## src/logic/ptm_pkg.sv

```systemverilog
// Package: register map, field positions and mode codes of the period timer
package ptm_pkg;

    // ****************************************************************
    // Register byte offsets on the bus
    // ****************************************************************
    localparam logic [7:0] PTM_OFS_COUNT   = 8'h00;
    localparam logic [7:0] PTM_OFS_PERIOD  = 8'h04;
    localparam logic [7:0] PTM_OFS_CONTROL = 8'h08;
    localparam logic [7:0] PTM_OFS_HLIMIT  = 8'h0c;
    localparam logic [7:0] PTM_OFS_CLKSEL  = 8'h10;
    localparam logic [7:0] PTM_OFS_RSTSEL  = 8'h14;
    localparam logic [7:0] PTM_OFS_STATUS  = 8'h18;

    // ****************************************************************
    // Field positions and reset values
    // ****************************************************************
    localparam int PTM_CTL_ON      = 7;
    localparam int PTM_CTL_PS_LSB  = 4;
    localparam int PTM_HLT_PRESCALER_SYNC_BIT   = 7;
    localparam int PTM_HLT_CKPOL   = 6;
    localparam logic [7:0] PTM_PERIOD_RST = 8'hff;
    localparam logic [7:0] PTM_ZERO8      = 8'h00;

    // ****************************************************************
    // Clock select codes
    // ****************************************************************
    localparam logic [3:0] PTM_CS_INSTR = 4'h1;
    localparam logic [3:0] PTM_CS_SYS   = 4'h2;
    localparam logic [3:0] PTM_CS_HFOSC = 4'h3;
    localparam logic [3:0] PTM_CS_LFOSC = 4'h4;
    localparam logic [3:0] PTM_CS_MFOSC = 4'h5;
    localparam logic [3:0] PTM_CS_LAST  = 4'hb;

    // ****************************************************************
    // Operating mode codes of the one-shot gating modes
    // ****************************************************************
    localparam logic [4:0] PTM_MD_LVL_LO  = 5'h0e;
    localparam logic [4:0] PTM_MD_LVL_HI  = 5'h0f;
    localparam logic [4:0] PTM_MD_MONO_R  = 5'h11;
    localparam logic [4:0] PTM_MD_MONO_F  = 5'h12;
    localparam logic [4:0] PTM_MD_MONO_RF = 5'h13;
    localparam logic [4:0] PTM_MD_HL_LO   = 5'h16;
    localparam logic [4:0] PTM_MD_HL_HI   = 5'h17;

    // AHB transfer size of a whole word
    localparam logic [2:0] PTM_HSIZE_WORD = 3'h2;

endpackage

```

## src/logic/ptm_timer.sv

```systemverilog
// Module: 8-bit period timer with one-shot gating modes and AHB-Lite slave
`timescale 1ns/1ns

// Summary of operation
// Level one-shot: hold clear, start on leaving
// Level one-shot match clears count and run
// Level one-shot drive set on start edge only
// Monostable: start on edge, stop at match
// Monostable: later edges leave drive alone
// Hardware-limit one-shot: run when on, released
// Hardware-limit match clears run; stay in reset
// Hardware-limit drive set on whichever starts
// Period register double-buffered, buffer hidden
// Buffer loads on count and control writes, match, reset event
// Sync prescaler stops timer during sleep
// Async prescaler runs in sleep; keeps oscillator
// Four-bit clock select picks the source
// Clock select upper four bits read zero
// Run bit off resets prescaler and state
// Prescale divides by two to field power
// Postscale ratio is field plus one
// Five-bit mode field picks operating mode
// Count clears on clock after period match
// Five-bit reset select picks external source
// Flag raised after selected number of matches
// External signal synchronised before edge detection
module ptm_timer
(
    input  wire logic        mclk,              // System clock, 50 MHz
    input  wire logic        resetn,            // Async reset, active low
    input  wire logic        hsel,              // AHB slave select
    input  wire logic [7:0]  haddr,             // AHB byte address
    input  wire logic [1:0]  htrans,            // AHB transfer type
    input  wire logic        hwrite,            // AHB write
    input  wire logic [2:0]  hsize,             // AHB size
    input  wire logic [31:0] hwdata,            // AHB write data
    input  wire logic        hready,            // AHB bus ready
    output logic             hreadyout,         // Slave ready, always high
    output logic             hresp,             // Slave response, OKAY
    output logic [31:0]      hrdata,            // Read data
    input  wire logic [11:0] clk_src_lvl,       // Clock source levels
    input  wire logic [31:0] ers_src_lvl,       // External reset sources
    input  wire logic [7:0]  pulse_width_value, // Compare module duty
    input  wire logic        sleep_req,         // Processor asleep
    output logic             pwm_drive,         // Drive to compare module
    output logic             period_match,      // Period match pulse
    output logic             postscaled_pulse,  // Postscaled match pulse
    output logic             keep_hf_osc,       // Keep high osc in sleep
    output logic             keep_lf_osc,       // Keep low osc in sleep
    output logic             keep_mf_osc        // Keep mid osc in sleep
);
    import ptm_pkg::*;

    // ****************************************************************
    // Registers
    // ****************************************************************
    logic [7:0]  count_r;
    logic [7:0]  period_r;
    logic [7:0]  pbuf_r;
    logic        on_r;
    logic [2:0]  ckps_r;
    logic [3:0]  outps_r;
    logic [7:0]  hlt_r;
    logic [3:0]  cs_r;
    logic [4:0]  rsel_r;
    logic        flag_r;
    logic        wr_pend_r;
    logic [7:0]  wr_addr_r;
    logic [31:0] rdata_r;
    logic [31:0] rdata_nxt;
    logic [6:0]  presc_r;
    logic [3:0]  post_r;
    logic        run_r;
    logic        hl_run_d_r;
    logic        pwm_r;
    logic        match_pulse_r;
    logic        post_pulse_r;
    logic [2:0]  keep_r;
    logic [1:0]  div4_r;
    logic        src_s1_r;
    logic        src_s2_r;
    logic        src_d_r;
    logic        ers_s1_r;
    logic        ers_s2_r;
    logic        ers_d_r;

    // ****************************************************************
    // Bus decode
    // ****************************************************************
    logic addr_ph;
    logic wr_ok;
    logic cnt_wr;
    logic per_wr;
    logic ctl_wr;
    logic hlt_wr;
    logic cs_wr;
    logic rs_wr;
    logic st_wr;

    // Address phase taken on a valid, selected transfer; writes kept only at word size
    assign addr_ph = hsel && hready && htrans[1];
    assign wr_ok   = wr_pend_r;
    assign cnt_wr  = wr_ok && (wr_addr_r == PTM_OFS_COUNT);
    assign per_wr  = wr_ok && (wr_addr_r == PTM_OFS_PERIOD);
    assign ctl_wr  = wr_ok && (wr_addr_r == PTM_OFS_CONTROL);
    assign hlt_wr  = wr_ok && (wr_addr_r == PTM_OFS_HLIMIT);
    assign cs_wr   = wr_ok && (wr_addr_r == PTM_OFS_CLKSEL);
    assign rs_wr   = wr_ok && (wr_addr_r == PTM_OFS_RSTSEL);
    assign st_wr   = wr_ok && (wr_addr_r == PTM_OFS_STATUS);

    // Zero wait states and always OKAY
    assign hreadyout = 1'b1;
    assign hresp     = 1'b0;
    assign hrdata    = rdata_r;

    // Write address captured for the data phase
    always_ff @(posedge mclk or negedge resetn)
    begin
        if (!resetn)
        begin
            wr_pend_r <= 1'b0;
            wr_addr_r <= 8'h00;
        end
        else
        begin
            wr_pend_r <= addr_ph && hwrite && (hsize == PTM_HSIZE_WORD);
            wr_addr_r <= haddr;
        end
    end

    // Read mux; unmapped addresses read zero
    always_comb
    begin
        rdata_nxt = 32'h0000_0000;
        unique case (haddr)
            PTM_OFS_COUNT:   rdata_nxt[7:0] = count_r;
            PTM_OFS_PERIOD:  rdata_nxt[7:0] = period_r;
            PTM_OFS_CONTROL: rdata_nxt[7:0] = {on_r, ckps_r, outps_r};
            PTM_OFS_HLIMIT:  rdata_nxt[7:0] = hlt_r;
            PTM_OFS_CLKSEL:  rdata_nxt[7:0] = {4'h0, cs_r};
            PTM_OFS_RSTSEL:  rdata_nxt[7:0] = {3'h0, rsel_r};
            PTM_OFS_STATUS:  rdata_nxt[7:0] = {pwm_r, run_r, 5'h00, flag_r};
            default:         rdata_nxt = 32'h0000_0000;
        endcase
    end

    // Read data registered for the data phase
    always_ff @(posedge mclk or negedge resetn)
    begin
        if (!resetn)
            rdata_r <= 32'h0000_0000;
        else if (addr_ph && !hwrite)
            rdata_r <= rdata_nxt;
    end

    // ****************************************************************
    // Configuration registers
    // ****************************************************************
    always_ff @(posedge mclk or negedge resetn)
    begin
        if (!resetn)
        begin
            period_r <= PTM_PERIOD_RST;
            ckps_r   <= 3'h0;
            outps_r  <= 4'h0;
            hlt_r    <= 8'h00;
            cs_r     <= 4'h0;
            rsel_r   <= 5'h00;
        end
        else
        begin
            if (per_wr)
                period_r <= hwdata[7:0];
            if (ctl_wr)
                ckps_r <= hwdata[6:4];
            if (ctl_wr)
                outps_r <= hwdata[3:0];
            if (hlt_wr)
                hlt_r <= hwdata[7:0];
            if (cs_wr)
                cs_r <= hwdata[3:0];
            if (rs_wr)
                rsel_r <= hwdata[4:0];
        end
    end

    // ****************************************************************
    // Mode decode
    // ****************************************************************
    logic [4:0] mode;
    logic       prescaler_sync_bit;
    logic       is_lvl;
    logic       is_mono;
    logic       is_hl;
    logic       is_sw;
    logic       rst_lvl;

    assign mode    = hlt_r[4:0];
    assign prescaler_sync_bit   = hlt_r[PTM_HLT_PRESCALER_SYNC_BIT];
    assign is_lvl  = (mode == PTM_MD_LVL_LO) || (mode == PTM_MD_LVL_HI);
    assign is_mono = (mode == PTM_MD_MONO_R) || (mode == PTM_MD_MONO_F)
                  || (mode == PTM_MD_MONO_RF);
    assign is_hl   = (mode == PTM_MD_HL_LO) || (mode == PTM_MD_HL_HI);
    assign is_sw   = !(is_lvl || is_mono || is_hl);
    assign rst_lvl = mode[0];                    // Odd codes reset high

    // ****************************************************************
    // Clock source and external reset synchronisers
    // ****************************************************************
    logic src_mux;
    logic ers_mux;

    // Pin-level clock sources; internal clocks handled below
    assign src_mux = (cs_r <= PTM_CS_LAST) ? clk_src_lvl[cs_r] : 1'b0;
    assign ers_mux = ers_src_lvl[rsel_r];

    // Two flip-flops, then an edge-detect stage
    always_ff @(posedge mclk or negedge resetn)
    begin
        if (!resetn)
        begin
            src_s1_r <= 1'b0;
            src_s2_r <= 1'b0;
            src_d_r  <= 1'b0;
            ers_s1_r <= 1'b0;
            ers_s2_r <= 1'b0;
            ers_d_r  <= 1'b0;
        end
        else
        begin
            src_s1_r <= src_mux;
            src_s2_r <= src_s1_r;
            src_d_r  <= src_s2_r;
            ers_s1_r <= ers_mux;
            ers_s2_r <= ers_s1_r;
            ers_d_r  <= ers_s2_r;
        end
    end

    // Instruction clock divider
    always_ff @(posedge mclk or negedge resetn)
    begin
        if (!resetn)
            div4_r <= 2'h0;
        else
            div4_r <= div4_r + 2'h1;
    end

    // ****************************************************************
    // Timer ticks, prescaler and gating
    // ****************************************************************
    logic src_tick;
    logic tick;
    logic roll;
    logic match;
    logic in_reset;
    logic leave_rst;
    logic sel_edge;
    logic start_ev;
    logic hl_run;
    logic cnt_en;
    logic inc;
    logic hold_clr;
    logic os_clr;
    logic ers_evt;
    logic pwm_start;
    logic [6:0] ps_mask;

    // Selected input edge, polarity from the clock polarity bit
    always_comb
    begin
        src_tick = 1'b0;
        if (cs_r == PTM_CS_SYS)
            src_tick = 1'b1;
        else if (cs_r == PTM_CS_INSTR)
            src_tick = (div4_r == 2'h3);
        else if (hlt_r[PTM_HLT_CKPOL])
            src_tick = !src_s2_r && src_d_r;
        else
            src_tick = src_s2_r && !src_d_r;
    end

    assign tick      = src_tick && on_r && !(sleep_req && prescaler_sync_bit);
    assign ps_mask   = 7'((8'h01 << ckps_r) - 8'h01);
    assign roll      = tick && ((presc_r & ps_mask) == ps_mask);
    assign match     = (count_r == pbuf_r);
    assign in_reset  = (ers_s2_r == rst_lvl);
    assign leave_rst = (ers_d_r == rst_lvl) && !in_reset;
    assign hl_run    = on_r && !in_reset;
    assign sel_edge  = (mode[0] && ers_s2_r && !ers_d_r)
                    || (mode[1] && !ers_s2_r && ers_d_r);
    assign start_ev  = on_r && !run_r
                    && ((is_lvl && leave_rst) || (is_mono && sel_edge));
    assign cnt_en    = is_sw ? on_r :
                       is_hl ? hl_run :
                       is_lvl ? (run_r && !in_reset) : run_r;
    assign inc       = cnt_en && roll;
    assign hold_clr  = (is_lvl && in_reset)
                    || (is_hl && !hl_run);
    assign os_clr    = inc && match && (is_lvl || is_hl);
    assign ers_evt   = start_ev || ((is_lvl || is_hl) && in_reset);
    assign pwm_start = start_ev
                    || (is_hl && hl_run && !hl_run_d_r)
                    || (is_sw && inc && match);

    // Prescaler counts source edges; cleared while off
    always_ff @(posedge mclk or negedge resetn)
    begin
        if (!resetn)
            presc_r <= 7'h00;
        else if (!on_r || ctl_wr || cnt_wr)
            presc_r <= 7'h00;
        else if (tick)
            presc_r <= roll ? 7'h00 : presc_r + 7'h01;
    end

    // Run bit: software writes, one-shot match clears
    always_ff @(posedge mclk or negedge resetn)
    begin
        if (!resetn)
            on_r <= 1'b0;
        else if (ctl_wr)
            on_r <= hwdata[PTM_CTL_ON];
        else if (os_clr)
            on_r <= 1'b0;
    end

    // Started state of the edge-started modes
    always_ff @(posedge mclk or negedge resetn)
    begin
        if (!resetn)
            run_r <= 1'b0;
        else if (!on_r)
            run_r <= 1'b0;
        else if (start_ev)
            run_r <= 1'b1;
        else if (inc && match && (is_mono || is_lvl))
            run_r <= 1'b0;
    end

    // Count: write, held clear, or increment and wrap at match
    always_ff @(posedge mclk or negedge resetn)
    begin
        if (!resetn)
            count_r <= PTM_ZERO8;
        else if (cnt_wr)
            count_r <= hwdata[7:0];
        else if (hold_clr)
            count_r <= PTM_ZERO8;
        else if (inc)
            count_r <= match ? PTM_ZERO8 : count_r + 8'h01;
    end

    // Hidden period buffer reloads
    always_ff @(posedge mclk or negedge resetn)
    begin
        if (!resetn)
            pbuf_r <= PTM_PERIOD_RST;
        else if (cnt_wr || ctl_wr || (roll && match) || ers_evt)
            pbuf_r <= period_r;
    end

    // Drive to compare module; start wins over duty match
    always_ff @(posedge mclk or negedge resetn)
    begin
        if (!resetn)
        begin
            pwm_r      <= 1'b0;
            hl_run_d_r <= 1'b0;
        end
        else
        begin
            hl_run_d_r <= hl_run;
            if (pwm_start)
                pwm_r <= 1'b1;
            else if (count_r == pulse_width_value)
                pwm_r <= 1'b0;
        end
    end

    // Postscaler and sticky flag; set wins over clear
    always_ff @(posedge mclk or negedge resetn)
    begin
        if (!resetn)
        begin
            post_r        <= 4'h0;
            post_pulse_r  <= 1'b0;
            match_pulse_r <= 1'b0;
            flag_r        <= 1'b0;
        end
        else
        begin
            match_pulse_r <= inc && match;
            post_pulse_r  <= inc && match && (post_r == outps_r);
            if (!on_r)
                post_r <= 4'h0;
            else if (inc && match)
                post_r <= (post_r == outps_r) ? 4'h0 : post_r + 4'h1;
            if (inc && match && (post_r == outps_r))
                flag_r <= 1'b1;
            else if (st_wr && hwdata[0])
                flag_r <= 1'b0;
        end
    end

    // Oscillator keep-alive requests while asleep
    always_ff @(posedge mclk or negedge resetn)
    begin
        if (!resetn)
            keep_r <= 3'h0;
        else
        begin
            keep_r[0] <= sleep_req && !prescaler_sync_bit && (cs_r == PTM_CS_HFOSC);
            keep_r[1] <= sleep_req && !prescaler_sync_bit && (cs_r == PTM_CS_LFOSC);
            keep_r[2] <= sleep_req && !prescaler_sync_bit && (cs_r == PTM_CS_MFOSC);
        end
    end

    assign pwm_drive        = pwm_r;
    assign period_match     = match_pulse_r;
    assign postscaled_pulse = post_pulse_r;
    assign keep_hf_osc      = keep_r[0];
    assign keep_lf_osc      = keep_r[1];
    assign keep_mf_osc      = keep_r[2];
endmodule

```

## config.mk

```make
export PLATFORM = sky130hd
export DESIGN_NAME = ptm_timer
export DESIGN_NICKNAME = d
export VERILOG_FILES = /design/src/logic/ptm_pkg.sv /design/src/logic/ptm_timer.sv
export SDC_FILE = /design/constraint.sdc
export NUM_CORES = 1
export LEC_CHECK = 0
export ABC_AREA = 1
export BUFFER_PORTS_ARGS = -buffer_cell sky130_fd_sc_hd__buf_2
export CAP_MARGIN = 20
export CORE_MARGIN = 2
export CORE_UTILIZATION = 32
export CTS_CLUSTER_DIAMETER = 120
export DETAILED_ROUTE_END_ITERATION = 8
export HOLD_SLACK_MARGIN = 0.03
export SYNTH_ARGS = -nofsm -noshare
export SYNTH_HDL_FRONTEND = slang
export SYNTH_SLANG_ARGS = --single-unit
```

## constraint.sdc

```tcl
create_clock -name mclk -period 1.8 [get_ports mclk]
set_clock_uncertainty 0.05 [all_clocks]
set_input_delay 0.09 -clock mclk [delete_from_list [all_inputs] [get_ports mclk]]
set_output_delay 0.09 -clock mclk [all_outputs]
set_load 0.01 [all_outputs]
```

==> results.md <==
* Vias post-DR at 5303
* Total negative slack for setup checks at 0 ns
* Syn avg cell area at 7.51 sq um
* Setup slack after layout at 0.0613 ns
* Maximum achievable frequency at 575 MHz
* Standard cell core area at 0.0171 sq mm
* Power density over the cells at 655 mW/mm^2
* Synth-to-Final Area Change at 32.5%
* Leakage power at 3.97 nW
* Worst-margin pin slew at 0.528 ns
* Required time of the worst setup path at 2.00 ns
* Number of I/O port buffers at 91
* Antenna diode instance count at 0
* Pre-CTS setup slack at -0.148 ns
* Pin count of the biggest net entering global routing at 36
* Antenna viol nets, final at 0
* Post-synthesis register bit count at 94
* Share of the cycle needed by the critical path after routing at 0.966
* I/O pin count at 143
* Max Slew Vio Count at 0
* Area of the die at 0.0184 sq mm
* Horizontal die dimension at 136 um
* CTS tree: yes
* Critical Path Start: hlt_r[0]
* Category of the worst setup path capture point: register
* Clk slew on worst S/H paths at 0.07 ns
* Max_slew headroom at 0.645
* Htree depth at 3
* Largest fanout of any net on the critical path at 7
* DRC violations left at 0
* Number of detailed-routing iterations run before antenna repair at 6
* Number of nets in the layout at 1016
* Setup repair after global routing missed its margin: yes
* Area of all placed cells without fillers at 0.00735 sq mm
* Minimum clock period after layout at 1.74 ns
* Worst flop-to-flop path startpoint: hlt_r[0]
* Class of the worst hold path: input port to register
* Placed cell areas at 0.00652 sq mm
* Clock latency at the later pin of the worst-skew pair at 0.35 ns
* Vias in the first global route at 4972
* Crit path kind: register to register
* EDFF count, synth at 0
* Clock Tree Buf Depth at 2
* Post-Syn Instances at 739
* CP arrival at 1.94 ns
* Async set-or-reset flop fraction in the synthesized netlist at 1.00
* Estimated wirelength of the detail-placed design at 12300 um
* Routed Wire Length at 16100 um
* CP startpoint kind: register
* Post-Syn Area at 0.00555 sq mm
* Overall Global Routing Usage at 0.177
* Max rail drop VDD at 0.442 mV
* Start point of the worst hold path: hwdata[1]
* Initial core utilization at 0.324
* Post-synthesis cell type count at 41
* Final setup fails at 0
* Final Power at 4.82 mW
* Detailed-route vias per instance at 4.66
* Status: complete, no violations
* Clock root buffer master: clkbuf_16
* Part of the Yosys area used for sequential elements at 0.428
* Sinks on the clock net at 94
* Final weighted congestion in routability-driven placement at 0.899
* Final global-route overflow total at 0
* Smallest hold slack at 0.0291 ns
* Syn. warnings at 0
* Antenna violations before repair at 0
* Row cnt at 48
* Share of final-layout standard cells stronger than drive strength 1 at 0.267
* Avg WL per Cell at 14.2 um
* Predominant post-synthesis flop cell: dfrtp_1
* Die Ht at 136 um
* Clock buffer count from CTS at 9
* Max-capacitance violation count at 0
* Iter 0 DRT Violations at 378
* Global-route wire length before repair at 25200 um
* Number of endpoints with negative hold slack in the final report at 0
==> flip-flops by register name (all words and copies together), names as in the netlist, 3 cells and up <==
register	flops
ckps_r	3
count_r	8
cs_r	4
hlt_r	8
hrdata	8
keep_r	3
outps_r	4
pbuf_r	8
period_r	8
post_r	4
presc_r	7
rsel_r	5
wr_addr_r	8
==> worst paths after layout <==
path,to,slack (ns),depth (start not counted)
max,count_r[3],0.06,11
min,count_r[1],0.03,5
max reg2reg,count_r[3],0.06,11
min reg2reg,src_s2_r,0.30,0
max in group asynchronous,period_r[5],0.88,3
min in group asynchronous,hl_run_d_r,0.19,2
==> cell usage after synthesis, drive strengths merged (11+ instances only) <==
cell	number	area (sq um)
buf	30	221
dfrtp	78	1950
dfstp	16	420
inv	77	289
nand2	230	903
nand3	64	350
nor2	75	334
nor3	11	55.1
o21ai	62	310
xnor2	12	105
xor2	14	123
==> cells by family after synthesis <==
logic type | after synthesis | synth area share
compound gates | 95 | 0.100
xor+xnor | 26 | 0.0410
flops | 94 | 0.428
other cells | 2 | 0.00135
simple gates | 400 | 0.320
buf+inv | 117 | 0.0988
fa+ha+maj | 5 | 0.0113
==> routing by layer <==
metal	routed length [um]	vias to the layer above	GRT usage
met5	0	-	0
met4	170	0	0.0446
met3	820	13	0.0370
met2	7860	127	0.295
met1	7270	2490	0.235
li1	-	2673	-
==> final cells by class <==
type / instances / area, sq um
timing repair buffer: 174 / 1210
clock buffer: 12 / 256
sequential: 94 / 2370
tap: 225 / 282
multi-input combinational: 552 / 2880
clock inverter: 4 / 53.8
fill: 1713 / 9770
inverter: 77 / 289
==> worst max-delay path, stage by stage (launching register included) <==
cell     delay [ns]
dfrtp_2        0.43
buf_4          0.15
or2_1          0.21
nand3_2        0.11
nand3_4        0.10
inv_2          0.07
nand2_2        0.06
nand2_4        0.11
nand2_8        0.09
buf_6          0.13
nand3_1        0.06
nand2_1        0.05
==> through the flow <==
stage,std cells,utilization
final,1138,0.429
after global routing,1138,0.429
after CTS,1128,0.414
after detailed placement,1087,0.381
after global placement,1087,0.381
after floorplan,763,-
==> repair_timing <==
action,4_1_cts,5_1_grt
endpoints found under the hold margin,50,0
resized for setup,2,43
gates cloned,0,1
setup buffers,4,9
endpoints found under the setup margin,19,36
hold buffers,21,0
pin swaps,2,14
==> report_power, final <==
part | switching (mW) | total, mW | internal, mW
Combinational | 0.318 | 0.592 | 0.274
Clock | 0.850 | 2.01 | 1.16
Sequential | 0.0423 | 2.21 | 2.17
Total | 1.21 | 4.82 | 3.61
==> cell usage in the layout (no fill, tap or decap), drive strengths merged, types with 7 or more instances in the layout <==
| cell type | count |
|---|---|
| inv | 78 |
| o21ai | 62 |
| a21oi | 8 |
| dlygate4sd3 | 21 |
| clkbuf | 13 |
| o22ai | 7 |
| xnor2 | 12 |
| buf | 152 |
| xor2 | 14 |
| nor2 | 75 |
| nand3 | 64 |
| o221ai | 8 |
| nand4 | 10 |
| dfstp | 16 |
| nand2 | 230 |
| conb | 26 |
| nor3 | 11 |
| dfrtp | 78 |
(Power assumes the default switching activity.)
